File: src/wdu_pkg.sv
// Shared constants for the watchdog timer unit
// Overview of operation
// Terminal count resets the processor core
// Idle after reset until first instruction; the code stays idle until the first watchdog instruction (wdt_instr) instead
// Later instructions restart the period
// Counter advances on RC oscillator ticks
// Instruction updates zero, sign, overflow flags
// Mode bits 1:0 select timeout tap
// Mode bit 2 keeps counting in halt
// Mode bit 3 keeps counting in stop
// Mode bits 7:4 reserved, no effect
// Writes accepted 120 crystal clocks after start
// Later writes ignored until qualifying event
// Mode register reads back as zero
// Mode register at bank F, 0Fh
// Tap periods and reset mode are parameters
`default_nettype none
package wdu_pkg;
    // Register addresses: bank in [11:8], location in [7:0]
    localparam logic [11:0] WDU_ADDR_MODE = 12'hF0F;
    localparam logic [11:0] WDU_ADDR_STAT = 12'hF0E;
    // Mode register fields
    localparam int WDU_MODE_TAP_LSB = 0;
    localparam int WDU_MODE_HALT    = 2;
    localparam int WDU_MODE_STOP    = 3;
    localparam logic [3:0] WDU_MODE_RST = 4'h0;
    // Status register fields
    localparam int WDU_STAT_RUN  = 0;
    localparam int WDU_STAT_WIN  = 1;
    localparam int WDU_STAT_WRST = 2;
    // Tap periods in RC ticks
    localparam logic [15:0] WDU_PER0 = 16'h0100;
    localparam logic [15:0] WDU_PER1 = 16'h0200;
    localparam logic [15:0] WDU_PER2 = 16'h0400;
    localparam logic [15:0] WDU_PER3 = 16'h0800;
    // Write window in crystal clocks (two per processor cycle)
    localparam logic [6:0] WDU_WIN_CLKS = 7'd120;
    // Core reset pulse length in clocks
    localparam logic [2:0] WDU_RST_LEN = 3'h4;
    // Flag values written by the instruction (undefined, chosen zero)
    localparam logic [2:0] WDU_FLAG_VAL = 3'h0;
endpackage
`default_nettype wire

File: src/wdu_ctl_if.sv
// Control bundle between the watchdog top and its counter
`default_nettype none
interface wdu_ctl_if;
    logic       restart; // Clear count to start of period
    logic       run;     // Counting allowed
    logic       tick;    // RC oscillator tick
    logic [1:0] tap;     // Period select
    logic       expire;  // Terminal count pulse
    modport top (output restart, run, tick, tap, input expire);
    modport cnt (input restart, run, tick, tap, output expire);
endinterface
`default_nettype wire

File: src/wdu_count.sv
// Watchdog period counter with tap select
`default_nettype none
module wdu_count
    import wdu_pkg::*;
(
    input  wire logic clk_sys, // System clock
    input  wire logic rst,     // Synchronous reset
    wdu_ctl_if.cnt    c        // Control bundle
);
    logic [15:0] cnt_q;  // Ticks counted in period
    logic [15:0] cnt_d;  // Next count
    logic        exp_q;  // Terminal pulse
    logic [15:0] lim;    // Selected period
    logic        hit;    // Terminal reached this tick

    // Period selection from tap bits
    assign lim = (c.tap == 2'h0) ? WDU_PER0 :
                 (c.tap == 2'h1) ? WDU_PER1 :
                 (c.tap == 2'h2) ? WDU_PER2 : WDU_PER3;
    assign hit = c.run && c.tick && (cnt_q >= lim - 16'h0001);
    assign cnt_d = (c.restart || hit) ? 16'h0000 :
                   (c.run && c.tick) ? cnt_q + 16'h0001 : cnt_q; // see R3
    assign c.expire = exp_q;

    // Count and terminal pulse
    always_ff @(posedge clk_sys)
    begin
        if (rst)
        begin
            cnt_q <= 16'h0000;
            exp_q <= 1'b0;
        end
        else
        begin
            cnt_q <= cnt_d;
            exp_q <= hit && !c.restart;
        end
    end
endmodule
`default_nettype wire

File: src/wdu_win.sv
// Mode register write window timer
`default_nettype none
module wdu_win
    import wdu_pkg::*;
(
    input  wire logic clk_sys,     // System (crystal) clock
    input  wire logic rst,         // Synchronous reset, qualifies window
    input  wire logic arm,         // Watchdog reset or stop recovery
    input  wire logic first_instr, // First instruction executed
    output logic      open_q       // Writes accepted
);
    logic       pend_q; // Waiting for first instruction
    logic [6:0] cnt_q;  // Clocks spent open

    // Window opens on the first instruction after a qualifying event
    always_ff @(posedge clk_sys)
    begin
        if (rst)
        begin
            pend_q <= 1'b1;
            open_q <= 1'b0;
            cnt_q  <= 7'h00;
        end
        else if (arm)
        begin
            pend_q <= 1'b1;
            open_q <= 1'b0;
            cnt_q  <= 7'h00;
        end
        else if (pend_q && first_instr)
        begin
            pend_q <= 1'b0;
            open_q <= 1'b1;
            cnt_q  <= 7'h00;
        end
        else if (open_q)
        begin
            // Close after the last allowed clock
            open_q <= (cnt_q != WDU_WIN_CLKS - 7'd1); // see R10
            cnt_q  <= cnt_q + 7'd1;
        end
        else
        begin
            cnt_q <= cnt_q;
        end
    end
endmodule
`default_nettype wire

File: src/wdu_top.sv
// Watchdog timer unit top: mode register, run control, core reset
//
// Chosen here: the address-and-strobe port.
`default_nettype none
module wdu_top
    import wdu_pkg::*;
(
    input  wire logic        clk_sys,      // System clock, 100 MHz
    input  wire logic        rst,          // Synchronous reset, power-on
    input  wire logic        rc_tick,      // RC oscillator tick pulse
    input  wire logic        wdt_instr,    // Core executed watchdog instruction
    input  wire logic        first_instr,  // Core executed first instruction
    input  wire logic        halt_state,   // Core in halt
    input  wire logic        stop_state,   // Core in stop
    input  wire logic        stop_recover, // Stop-mode recovery pulse
    input  wire logic [11:0] addr,         // Register address
    input  wire logic [7:0]  wdata,        // Write data
    input  wire logic        wr,           // Write strobe
    input  wire logic        rd,           // Read strobe
    output logic      [7:0]  rdata_q,      // Read data, cycle after rd
    output logic             core_reset_q, // Core reset request
    output logic             flag_we_q,    // Core flag update strobe
    output logic      [2:0]  flag_zsv_q    // Zero, sign, overflow values
);
    // Internal state
    logic       running_q; // Watchdog armed
    logic [3:0] mode_q;    // Mode bits kept (tap, halt, stop)
    logic [3:0] mode_d;    // Next mode
    logic       wrst_q;    // Watchdog reset happened, sticky
    logic       wrst_d;    // Next sticky flag
    logic [2:0] rcnt_q;    // Core reset pulse counter
    logic [2:0] rcnt_d;    // Next pulse count
    logic       win_open;  // Mode write window
    logic [7:0] rd_mux;    // Read selection

    // Decode
    wire sel_mode  = (addr == WDU_ADDR_MODE);
    wire sel_stat  = (addr == WDU_ADDR_STAT);
    wire mode_wr   = wr && sel_mode && win_open; // see R10
    wire stat_wr   = wr && sel_stat;
    wire halt_hold = halt_state && !mode_q[WDU_MODE_HALT];
    wire stop_hold = stop_state && !mode_q[WDU_MODE_STOP];

    wdu_ctl_if ctl ();

    // Counter bundle drive
    assign ctl.restart = wdt_instr; // see R2
    assign ctl.run     = running_q && !halt_hold && !stop_hold;
    assign ctl.tick    = rc_tick;
    assign ctl.tap     = mode_q[WDU_MODE_TAP_LSB +: 2];

    wdu_count u_count (
        .clk_sys (clk_sys),
        .rst     (rst),
        .c       (ctl)
    );

    wdu_win u_win (
        .clk_sys     (clk_sys),
        .rst         (rst),
        .arm         (ctl.expire || stop_recover),
        .first_instr (first_instr),
        .open_q      (win_open)
    );

    // Mode: only low four bits are stored; reserved bits dropped
    assign mode_d = ctl.expire ? WDU_MODE_RST :
                    mode_wr ? wdata[3:0] : mode_q; // see R9
    // Sticky flag: set wins over a software clear
    assign wrst_d = ctl.expire ? 1'b1 :
                    (stat_wr && wdata[WDU_STAT_WRST]) ? 1'b0 : wrst_q;
    // Reset pulse length
    assign rcnt_d = ctl.expire ? WDU_RST_LEN :
                    (rcnt_q != 3'h0) ? rcnt_q - 3'h1 : 3'h0;
    // Read mux: mode location reads zero
    assign rd_mux = sel_stat ? {5'h00, wrst_q, win_open, running_q} :
                    8'h00;

    // Arm state: watchdog instruction starts, expiry disarms
    always_ff @(posedge clk_sys)
    begin
        if (rst || ctl.expire)
            running_q <= 1'b0;
        else if (wdt_instr)
            running_q <= 1'b1;
        else
            running_q <= running_q;
    end

    // Mode and sticky status
    always_ff @(posedge clk_sys)
    begin
        if (rst)
        begin
            mode_q <= WDU_MODE_RST;
            wrst_q <= 1'b0;
        end
        else
        begin
            mode_q <= mode_d;
            wrst_q <= wrst_d;
        end
    end

    // Core reset pulse
    always_ff @(posedge clk_sys)
    begin
        if (rst)
        begin
            rcnt_q       <= 3'h0;
            core_reset_q <= 1'b0;
        end
        else
        begin
            rcnt_q       <= rcnt_d;
            core_reset_q <= (rcnt_d != 3'h0);
        end
    end

    // Flag update for the instruction
    always_ff @(posedge clk_sys)
    begin
        if (rst)
        begin
            flag_we_q  <= 1'b0;
            flag_zsv_q <= 3'h0;
        end
        else
        begin
            flag_we_q  <= wdt_instr;
            flag_zsv_q <= WDU_FLAG_VAL;
        end
    end

    // Read data register
    always_ff @(posedge clk_sys)
    begin
        if (rst)
            rdata_q <= 8'h00;
        else
            rdata_q <= rd ? rd_mux : 8'h00;
    end

    // Helper: length of current open window
    logic [7:0] win_len_q; // Clocks open so far
    always_ff @(posedge clk_sys)
    begin
        if (rst || !win_open)
            win_len_q <= 8'h00;
        else
            win_len_q <= win_len_q + 8'h01;
    end
endmodule
`default_nettype wire

File: config.mk
export PLATFORM = sky130hd
export DESIGN_NAME = wdu_top
export DESIGN_NICKNAME = d
export VERILOG_FILES = /design/src/wdu_pkg.sv /design/src/wdu_ctl_if.sv /design/src/wdu_count.sv /design/src/wdu_win.sv /design/src/wdu_top.sv
export SDC_FILE = /design/constraint.sdc
export NUM_CORES = 1
export LEC_CHECK = 0
export BUFFER_PORTS_ARGS = -buffer_cell sky130_fd_sc_hd__buf_2
export CORE_ASPECT_RATIO = 1.2
export CORE_MARGIN = 3
export CORE_UTILIZATION = 57
export DETAILED_ROUTE_END_ITERATION = 16
export PLACE_DENSITY = 0.81
export RECOVER_POWER = 100
export SYNTH_ARGS = -nofsm -noshare
export SYNTH_HDL_FRONTEND = slang
export SYNTH_SLANG_ARGS = --single-unit
File: constraint.sdc
create_clock -name clk_sys -period 3.9 [get_ports clk_sys]
set_clock_uncertainty 0.2 [all_clocks]
set_input_delay 0.78 -clock clk_sys [delete_from_list [all_inputs] [get_ports clk_sys]]
set_output_delay 0.78 -clock clk_sys [all_outputs]
set_load 0.05 [all_outputs]
# == Word level (Yosys, flattened, before mapping) ==
# Cells that the tools add are included.
# word_totals
romBits,0
output_inout_bits,13
in_bits,30
latch_bits,0
regBits,45
word_cells,64
ramBits,0
mem_count,0
# op_classes
n_addsub,4
bitwise_logic,2
n_eq_ne,5
magnitude_cmp,1
shifts,0
n_reduce_logical,30
div_mod_pow,0
mux,9
multipliers,0
# ops
cell,count
$mux 16,2
$eq 12x12->1 const B,2
$add 16x1->16 const B,1
$ge 16x16->1,1
$sub 16x1->16 const B,1
$logic_and 1x1->1,12
$mux 12,1
$reduce_or 2->1,4
$add 7x1->7 const B,1
$ne 7x7->1 const B,1
$mux 3,2
$reduce_bool 3->1,2
$reduce_or 3->1,2
$logic_not 1->1,5
$mux 1,4
$logic_or 1x1->1,3
$sub 3x1->3 const B,1
$eq 2x1->1 const B,1
$eq 2x2->1 const B,1
$logic_not 2->1,1
$not 1->1,2
$reduce_bool 2->1,1

# == Depth between registers and ports, before layout ==
# Gate-level depths: netlist (run 1).
# logic_depth
depth_word,9
ltp_mapped,8
mapped_depth_nobuf,7

# == Modules after synthesis ==
# From an unflattened synthesis (run 1), not the netlist that was laid out.
# hier_totals
hier_cells,210
hier_area_um2,1895.6
# by_module_without_submodules
mod,cells_each,seq_area_each_um2,instances,area_per_inst_um2
wdu_count,102,340.3,1,900.9
wdu_top,68,280.3,1,626.9
wdu_win,40,180.2,1,367.9

# == Worst setup path after synthesis (run 1) ==
# No wires, ideal clock.
# synth_timing
path_type,input to register
from,input addr[4]
to,register mode_q[0]
path_slack_ns,1.521
path_buffers,1
setup_ns,0.124
stages,6
arrival_ns,2.055
required_ns,3.576
path_cell_list,or4b_1 nor3_2 and4_1 buf_6 mux2i_1 nor2_1
# synth_between
elab_chain_cells,3
# synth_lines
item,line_no,rtl
"start, declared",wdu_top.sv:16,"input wire logic [11:0] addr,"
$eq 12x12->1,wdu_top.sv:37,wire sel_mode = (addr == WDU_ADDR_MODE);
$logic_and 1x1->1 (2 in a row),wdu_top.sv:39,wire mode_wr = wr && sel_mode && win_open;
"end signal, assigned",wdu_top.sv:100,mode_q <= mode_d;
"end, declared",wdu_top.sv:27,logic [3:0] mode_q;
# No other way between the ends.
# A chain may end at the register's enable or synchronous reset.

# == Final worst setup path (run 1) ==
# layout_timing
from,input halt_state
to,register u_count.cnt_q[7]
# layout_between
elab_chain_cells,8
# layout_lines
item,line_no,rtl
"start, declared",wdu_top.sv:13,"input wire logic halt_state,"
$logic_and 1x1->1 *,wdu_top.sv:41,wire halt_hold = halt_state && !mode_q[WDU_MODE_HALT];
$logic_not 1->1 *,wdu_top.sv:48,assign ctl.run = running_q && !halt_hold && !stop_hold;
$logic_and 1x1->1 * (2 in a row),wdu_top.sv:48,
$logic_and 1x1->1 *,"wdu_count.sv:20, wdu_count.sv:22",
$logic_and 1x1->1,wdu_count.sv:20,assign hit = c.run && c.tick && (cnt_q >= lim - 16'h0001);
$logic_or 1x1->1,wdu_count.sv:21,assign cnt_d = (c.restart || hit) ? 16'h0000 :
$reduce_or 2->1 (no source line),-,
"end signal, assigned",wdu_count.sv:35,cnt_q <= cnt_d;
"end, declared",wdu_count.sv:10,logic [15:0] cnt_q;
# Every way passes the cells marked *; elsewhere a longest branch is shown, timed or not.

==> results of run 1 <==
-- layout by cell type (no fill, tap or decap), types with 2 or more instances in the layout --
master,Yosys,routed
nor2_1,40,40
dfxtp_1,40,40
buf_2,2,24
nand2_1,17,17
xor2_1,11,11
xnor2_1,10,10
nand3_1,9,9
conb_1,2,9
ha_1,8,8
nand4_1,7,7
clkbuf_1,1,6
a21oi_1,5,5
nor3_1,4,5
and4_1,5,5
mux2i_1,5,5
clkbuf_4,0,5
inv_1,4,4
nor2b_1,3,3
and2_1,4,3
nand4b_1,3,3
o21ai_0,3,3
and3_1,3,3
nor4_1,1,2
a21boi_0,2,2
-- layer usage --
layer | routed length [um] | vias to the layer above | GRT usage, %
met1 | 1354 | 639 | 18.64
li1 | - | 751 | -
met3 | 187 | 7 | 7.547
met2 | 1519 | 32 | 28.53
met5 | 0 | - | 0
met4 | 58 | 0 | 9.855
-- sequential cells by signal, summed over array words and instances, names as in the netlist --
| name | cells |
|---|---|
| core_reset_q | 1 |
| flag_we_q | 1 |
| mode_q | 4 |
| rcnt_q | 3 |
| rdata_q | 3 |
| running_q | 1 |
| u_count.c.expire | 1 |
| u_count.cnt_q | 16 |
| u_win.cnt_q | 7 |
| u_win.open_q | 1 |
| u_win.pend_q | 1 |
| wrst_q | 1 |
-- power breakdown --
part / switching [W] / internal (W)
logic: 0.0000334 / 0.0000141
registers: 0.00000222 / 0.000411
clock network: 0.000129 / 0.0000657
-- worst paths after layout --
kind / depth (start not counted) / to / start / slack (ns)
worst max-delay path: 6 / u_count.cnt_q[7] / halt_state / 1.29
worst max register to register: 5 / u_count.cnt_q[7] / running_q / 1.51
worst min-delay path: 1 / rdata_q[2] / wrst_q / 0.27
worst min register to register: 1 / rdata_q[2] / wrst_q / 0.27
-- final cells by class --
class | count | area, um^2
tap | 36 | 45.04
sequential | 40 | 800.8
inverter | 4 | 15.01
timing repair buffer | 30 | 142.6
multi-input combinational | 159 | 960.9
clock buffer | 5 | 37.54
fill | 281 | 1069
clock inverter | 2 | 12.51
-- kinds of logic (layout without fill, tap and decap cells) --
family	Yosys count	in the layout	share of synthesized area, %
AND/OR/NAND/NOR	104	104	29.00
flip-flops	40	40	43.36
XOR/XNOR	21	21	9.959
buffers and inverters	16	41	5.420
AO/OA/AOI/OAI	12	12	3.726
adder cells (fa/ha/maj)	8	8	5.420
multiplexers	5	5	2.710
other	2	9	0.4067
-- stage by stage --
step / utilization (%) / worst slack [ns] / total power (W)
floorplan: - / 1.521 / 0.0004611
global placement: 64.33 / 1.229 / 0.0004709
detailed placement: 64.33 / 1.195 / 0.0004714
CTS: 65.95 / 1.594 / 0.0006688
global route: 65.34 / 1.071 / 0.0006827
finish: 65.34 / 1.294 / 0.0006554
==> run_results.csv, run 1 <==
group,metric,value,unit
global_route,grt_max_degree,17,
finish,fin_nets,278,
setup_path,path_buf_inv,1,
timing,fin_setup_tns,0,ns
clock_network,cts_max_path_buffers,2,
synth,synth_common_cells,"dfxtp_1 (40), nor2_1 (40), nand2_1 (17)",
timing,max_slew_margin,41.82,%
place,dpl_cell_area,1983,um^2
place,place_inst,269,
clock_network,cts-buffers-inserted,5,
global_route,grt_pass1_vias,1259,
route,drt_iter0_markers,25,
clock_network,cts_num_sinks,40,
run,maxCapViolCount,0,
global_route,grt_use_total,17.37,%
synth,synth_edf_count,0,
synth,synth.distinct_cells,34,
setup_path,critPathCaptureType,"flip-flop",
floorplanning,die_h,68.36,um
route,drtPass1Iterations,4,
global_route,grt_overflow_total,0,
finish,final_area,2014,um^2
setup_path,critPathMaxStageDelay,0.76,ns
worst_hold_path,hold_class,"reg2reg",
timing,grt_setup_unrepaired,"false",
synth,avgSynthCellArea,8.879,um^2
synth,synth_area_leaders,"dfxtp_1 (43%), nor2_1 (8.1%), ha_1 (5.4%)",
timing,setup_violations,0,
power_and_ir_drop,ir_drop,285.9,uV
finish,stdcell_count,276,
floorplanning,floorplan.die_area,3962,um^2
clock_network,clock_latency,0.35,ns
clock_network,hold_buffers,0,
global_route,grt_pass1_wl,5.181,mm
floorplanning,rows,22,
setup_path,crit_chain,"buf_2 -> nor2b_1 -> nor4_1 -> nand4_1 -> nand3_1 -> nor2_1",
timing,holdWs,0.2672,ns
power_and_ir_drop,powerDensity,325.4,nW/um^2
place,portBuffers,30,
floorplanning,core,3083,um^2
clock_network,cts-htree-levels,2,
timing,timing.final.crit_period,2.606,ns
synth,synth_cells,208,
timing,max_freq,0.3838,GHz
timing,min_period_over_period,66.81,%
place,globalplace.congestion,0.8509,
clock_network,cts_tree,"yes",
setup_path,cp_slowest_cell,"nor4_1",
status,status,"finished clean",
floorplanning,die_w,57.96,um
route,drc,0,
finish,drive_above_1_share,13.75,%
route,vias,1429,
synth,netlist_area,1847,um^2
place,post-dp-hpwl,2.386,mm
floorplanning,initial_utilization,59.90,%
finish,syn_to_final_growth,9.078,%
route,wire_per_inst,11.30,um
synth,yosys.area.top_type,"dfxtp_1",
synth,netlist.area_leader.share,43.36,%
finish,diodes,0,
setup_path,start_kind,"input port",
power_and_ir_drop,p_leak,0.7658,nW
synth,yosys_warnings,0,
setup_path,critPathKind,"in2reg",
setup_path,path_max_fanout,16,
route,drt-total-wl,3.119,mm
synth,seq_area_frac_synth,43.36,%
setup_path,crit_family,"simple AND/OR/NAND/NOR gates",
global_route,antenna_found_initial,0,
synth,ys_ff_latch,40,
synth,synth_ff_type,"dfxtp_1",
clock_network,cts_root_buffer,"clkbuf_4",
route,ant_nets,0,
clock_network,clk_pin_slew,0.11,ns
setup_path,crit_required,3.92,ns
setup_path,cp_data_arrival_time,2.63,ns
timing,hold_viol,0,
clock_network,cts_resized,0,
clock_network,cts_setup_buffers,0,
timing,worst_pin_slew,0.8647,ns
floorplanning,ioPinCount,43,
synth,async_flop_share,0,%
route,avgViaCountPerCell,5.178,
timing,drv_slew,0,
Power figures use the tool's default switching activity.
==> run 2, diff against run 1 <==
--- a/config.mk
+++ b/config.mk
@@ -5,12 +5,13 @@
 export SDC_FILE = /design/constraint.sdc
 export NUM_CORES = 1
 export LEC_CHECK = 0
+export ABC_AREA = 1
 export BUFFER_PORTS_ARGS = -buffer_cell sky130_fd_sc_hd__buf_2
 export CORE_ASPECT_RATIO = 1.2
 export CORE_MARGIN = 3
-export CORE_UTILIZATION = 57
+export CORE_UTILIZATION = 48
 export DETAILED_ROUTE_END_ITERATION = 16
-export PLACE_DENSITY = 0.81
+export PLACE_DENSITY = 0.72
 export RECOVER_POWER = 100
 export SYNTH_ARGS = -nofsm -noshare
 export SYNTH_HDL_FRONTEND = slang
==> constraint.sdc (replaced) <==
create_clock -name clk_sys -period 2.09 [get_ports clk_sys]
set_clock_uncertainty 0.2 [all_clocks]
set_input_delay 0.418 -clock clk_sys [delete_from_list [all_inputs] [get_ports clk_sys]]
set_output_delay 0.418 -clock clk_sys [all_outputs]
set_load 0.05 [all_outputs]
==> run 2 against run 1 <==
Setup slack got worse by 0.90 ns. Synthesized cell count rose by 26%. Cell count rose by 26%. Power rose by 130%. Die area rose by 24%. First-iteration DRC count rose to 3.8 times the previous value. Non-clock buffer count did not move. Critical path type is now reg2reg. Highest routed layer unchanged.
==> run_results.csv, run 2 <==
group,metric,value,unit
route,wire_per_inst,9.828,um
timing,min_period_over_period,81.16,%
place,globalplace.congestion,0.7950,
clock_network,clk_pin_slew,0.07,ns
finish,final_common_cell,"nand2_1",
setup_path,crit_family,"simple AND/OR/NAND/NOR gates",
setup_path,critPathMaxStageDelay,0.35,ns
route,ant_nets,0,
synth,synth_most_common_cell,"nand2_1",
timing,fin_setup_tns,0,ns
clock_network,hold_buffers,0,
clock_network,clock_latency,0.30,ns
synth,avgSynthCellArea,7.502,um^2
timing,max_freq,0.5895,GHz
global_route,antenna_found_initial,0,
setup_path,start_kind,"flip-flop",
timing,drv_slew,0,
synth,yosys_warnings,0,
floorplanning,initial_utilization,52.15,%
route,drtPass1Iterations,5,
place,post-dp-hpwl,2.623,mm
synth,synth_edf_count,0,
route,drt-total-wl,3.430,mm
synth,synth.distinct_cells,28,
floorplanning,die_h,76.24,um
synth,synth_area_leaders,"dfxtp_1 (41%), nand2_1 (9.9%), nor2_1 (8.0%)",
synth,synth_common_cells,"nand2_1 (52), nor2_1 (42), dfxtp_1 (40)",
clock_network,cts_setup_buffers,0,
finish,multiInputGateArea,991.0,um^2
clock_network,cts_num_sinks,40,
finish,syn_to_final_growth,12.87,%
finish,seq_area,800.8,um^2
floorplanning,core,3784,um^2
timing,fin_ws,0.3937,ns
synth,async_flop_share,0,%
global_route,grt_use_total,15.97,%
timing,worst_pin_slew,0.5999,ns
run,maxCapViolCount,0,
finish,regMostFlops,"u_count.cnt_q",
setup_path,critPathCaptureType,"flip-flop",
setup_path,crit_top_cell,"nand2_1",
timing,max_slew_margin,60.18,%
floorplanning,die_w,64.53,um
power_and_ir_drop,powerDensity,667.2,nW/um^2
finish,reg_top3,"u_count.cnt_q x16, u_win.cnt_q x7, mode_q x4",
timing,timing.final.crit_period,1.696,ns
place,place_ws,0.2823,ns
synth,netlist_area,1973,um^2
finish,layout_common_cells,"nand2_1 (52), nor2_1 (42), dfxtp_1 (40), inv_1 (32), buf_2 (24)",
global_route,grt_overflow_total,0,
timing,setup_violations,0,
synth,seq_area_frac_synth,40.58,%
setup_path,cp_slowest_cell,"dfxtp_1",
timing,grt_setup_unrepaired,"false",
setup_path,path_buf_inv,1,
global_route,grt_max_degree,17,
synth,yosys.area.top_type,"dfxtp_1",
clock_network,cts_root_buffer,"clkbuf_8",
clock_network,cts_max_path_buffers,2,
synth,synth_cells,263,
clock_network,cts-htree-levels,2,
status,status,"finished clean",
synth,ys_ff_latch,40,
synth,synth_ff_type,"dfxtp_1",
setup_path,critPathKind,"reg2reg",
global_route,grt_pass1_wl,6.251,mm
global_route,grt_pass1_vias,1542,
floorplanning,floorplan.die_area,4919,um^2
setup_path,path_max_fanout,16,
setup_path,cp_data_arrival_time,1.72,ns
power_and_ir_drop,ir_drop,567.3,uV
clock_network,cts_resized,0,
finish,fin_nets,334,
setup_path,crit_chain,"inv_1 -> ha_1 -> nand2_1 -> nand2_1 -> nand3_1 -> nand2_1 -> nand2_1 -> nand3_4 -> a21oi_1",
power_and_ir_drop,p_leak,0.9296,nW
finish,drive_above_1_share,12.79,%
timing,hold_viol,0,
finish,diodes,0,
finish,largest_reg_flops,16,
clock_network,cts_tree,"yes",
setup_path,crit_required,2.12,ns
route,avgViaCountPerCell,4.685,
route,drt_iter0_markers,95,
route,drc,0,
floorplanning,rows,24,
finish,final.fill_count,360,
synth,netlist.area_leader.share,40.58,%
clock_network,cts-buffers-inserted,5,
worst_hold_path,hold_class,"in2reg",
place,portBuffers,30,
route,vias,1635,
floorplanning,ioPinCount,43,
[run 2: cell types whose count changed after synthesis, moves of 4 or more]
cell | before | now
nand2_1 | 17 | 52
inv_1 | 4 | 32
a21oi_1 | 5 | 20
mux2i_1 | 5 | 0
and4_1 | 5 | 0
xor2_1 | 11 | 6
and2_1 | 4 | 0
xnor2_1 | 10 | 2
[run 2: stage by stage]
| step | hold slack [ns] | utilization, % | std cells | total power [W] | cell area (um^2) |
|---|---|---|---|---|---|
| floorplan | 0.2048 | - | 270 | 0.0008685 | 1999 |
| global placement | 0.2291 | 56.22 | 341 | 0.0008831 | 2127 |
| detailed placement | 0.2218 | 56.22 | 341 | 0.0008840 | 2127 |
| CTS | 0.1311 | 59.06 | 349 | 0.001505 | 2235 |
| global route | 0.1323 | 58.86 | 349 | 0.001555 | 2227 |
| finish | 0.1368 | 58.86 | 349 | 0.001486 | 2227 |
[run 2: cell type report]
| cell class | instances | share of cell area, % |
|---|---|---|
| clock inverters | 2 | 1.573 |
| clock buffers | 6 | 3.258 |
| well taps | 52 | 2.921 |
| multi-input cells | 187 | 44.49 |
| flip-flops and latches | 40 | 35.95 |
| inverters | 32 | 5.393 |
| repair buffers | 30 | 6.404 |
[run 2: path summary, 6_finish.rpt]
path	start	end	slack [ns]	cells after the start
worst min register to register	wrst_q	rdata_q[2]	0.23	2
worst max register to register	mode_q[1]	u_count.cnt_q[14]	0.39	9
worst max-delay path	mode_q[1]	u_count.cnt_q[14]	0.39	9
worst min-delay path	stop_recover	u_win.pend_q	0.14	3
[run 2: cell families (layout without fill, tap and decap cells)]
logic type / after synthesis / in the layout / synth area share (%)
XOR/XNOR: 8 / 8 / 3.551
flip-flops: 40 / 40 / 40.58
AO/OA/AOI/OAI: 29 / 29 / 7.800
AND/OR/NAND/NOR: 133 / 133 / 32.09
buffers and inverters: 43 / 70 / 10.53
adder cells (fa/ha/maj): 8 / 8 / 5.073
other: 2 / 9 / 0.3806
[run 2: worst register-to-register path, cell delays in order, from the launching register on]
cell     delay, ns
dfxtp_1       0.35
inv_1         0.07
ha_1          0.29
nand2_1       0.07
nand2_1       0.05
nand3_1       0.06
nand2_1       0.07
nand2_1       0.11
nand3_4       0.19
a21oi_1       0.17
[run 2: power by group]
part	switching, W	internal [W]	total, W	leakage, nW
clock	0.000267	0.000354	0.000621	0.0552
combinational	0.0000685	0.0000266	0.0000951	0.551
sequential	0.00000361	0.000766	0.000770	0.323
total	0.000339	0.00115	0.00149	0.930
[run 2: metal layers]
metal / track usage, % / part of all wire (%)
met1: 19.15 / 45
met2: 25.72 / 48
met3: 4.720 / 4.7
met4: 7.822 / 2.1
met5: 0 / 0
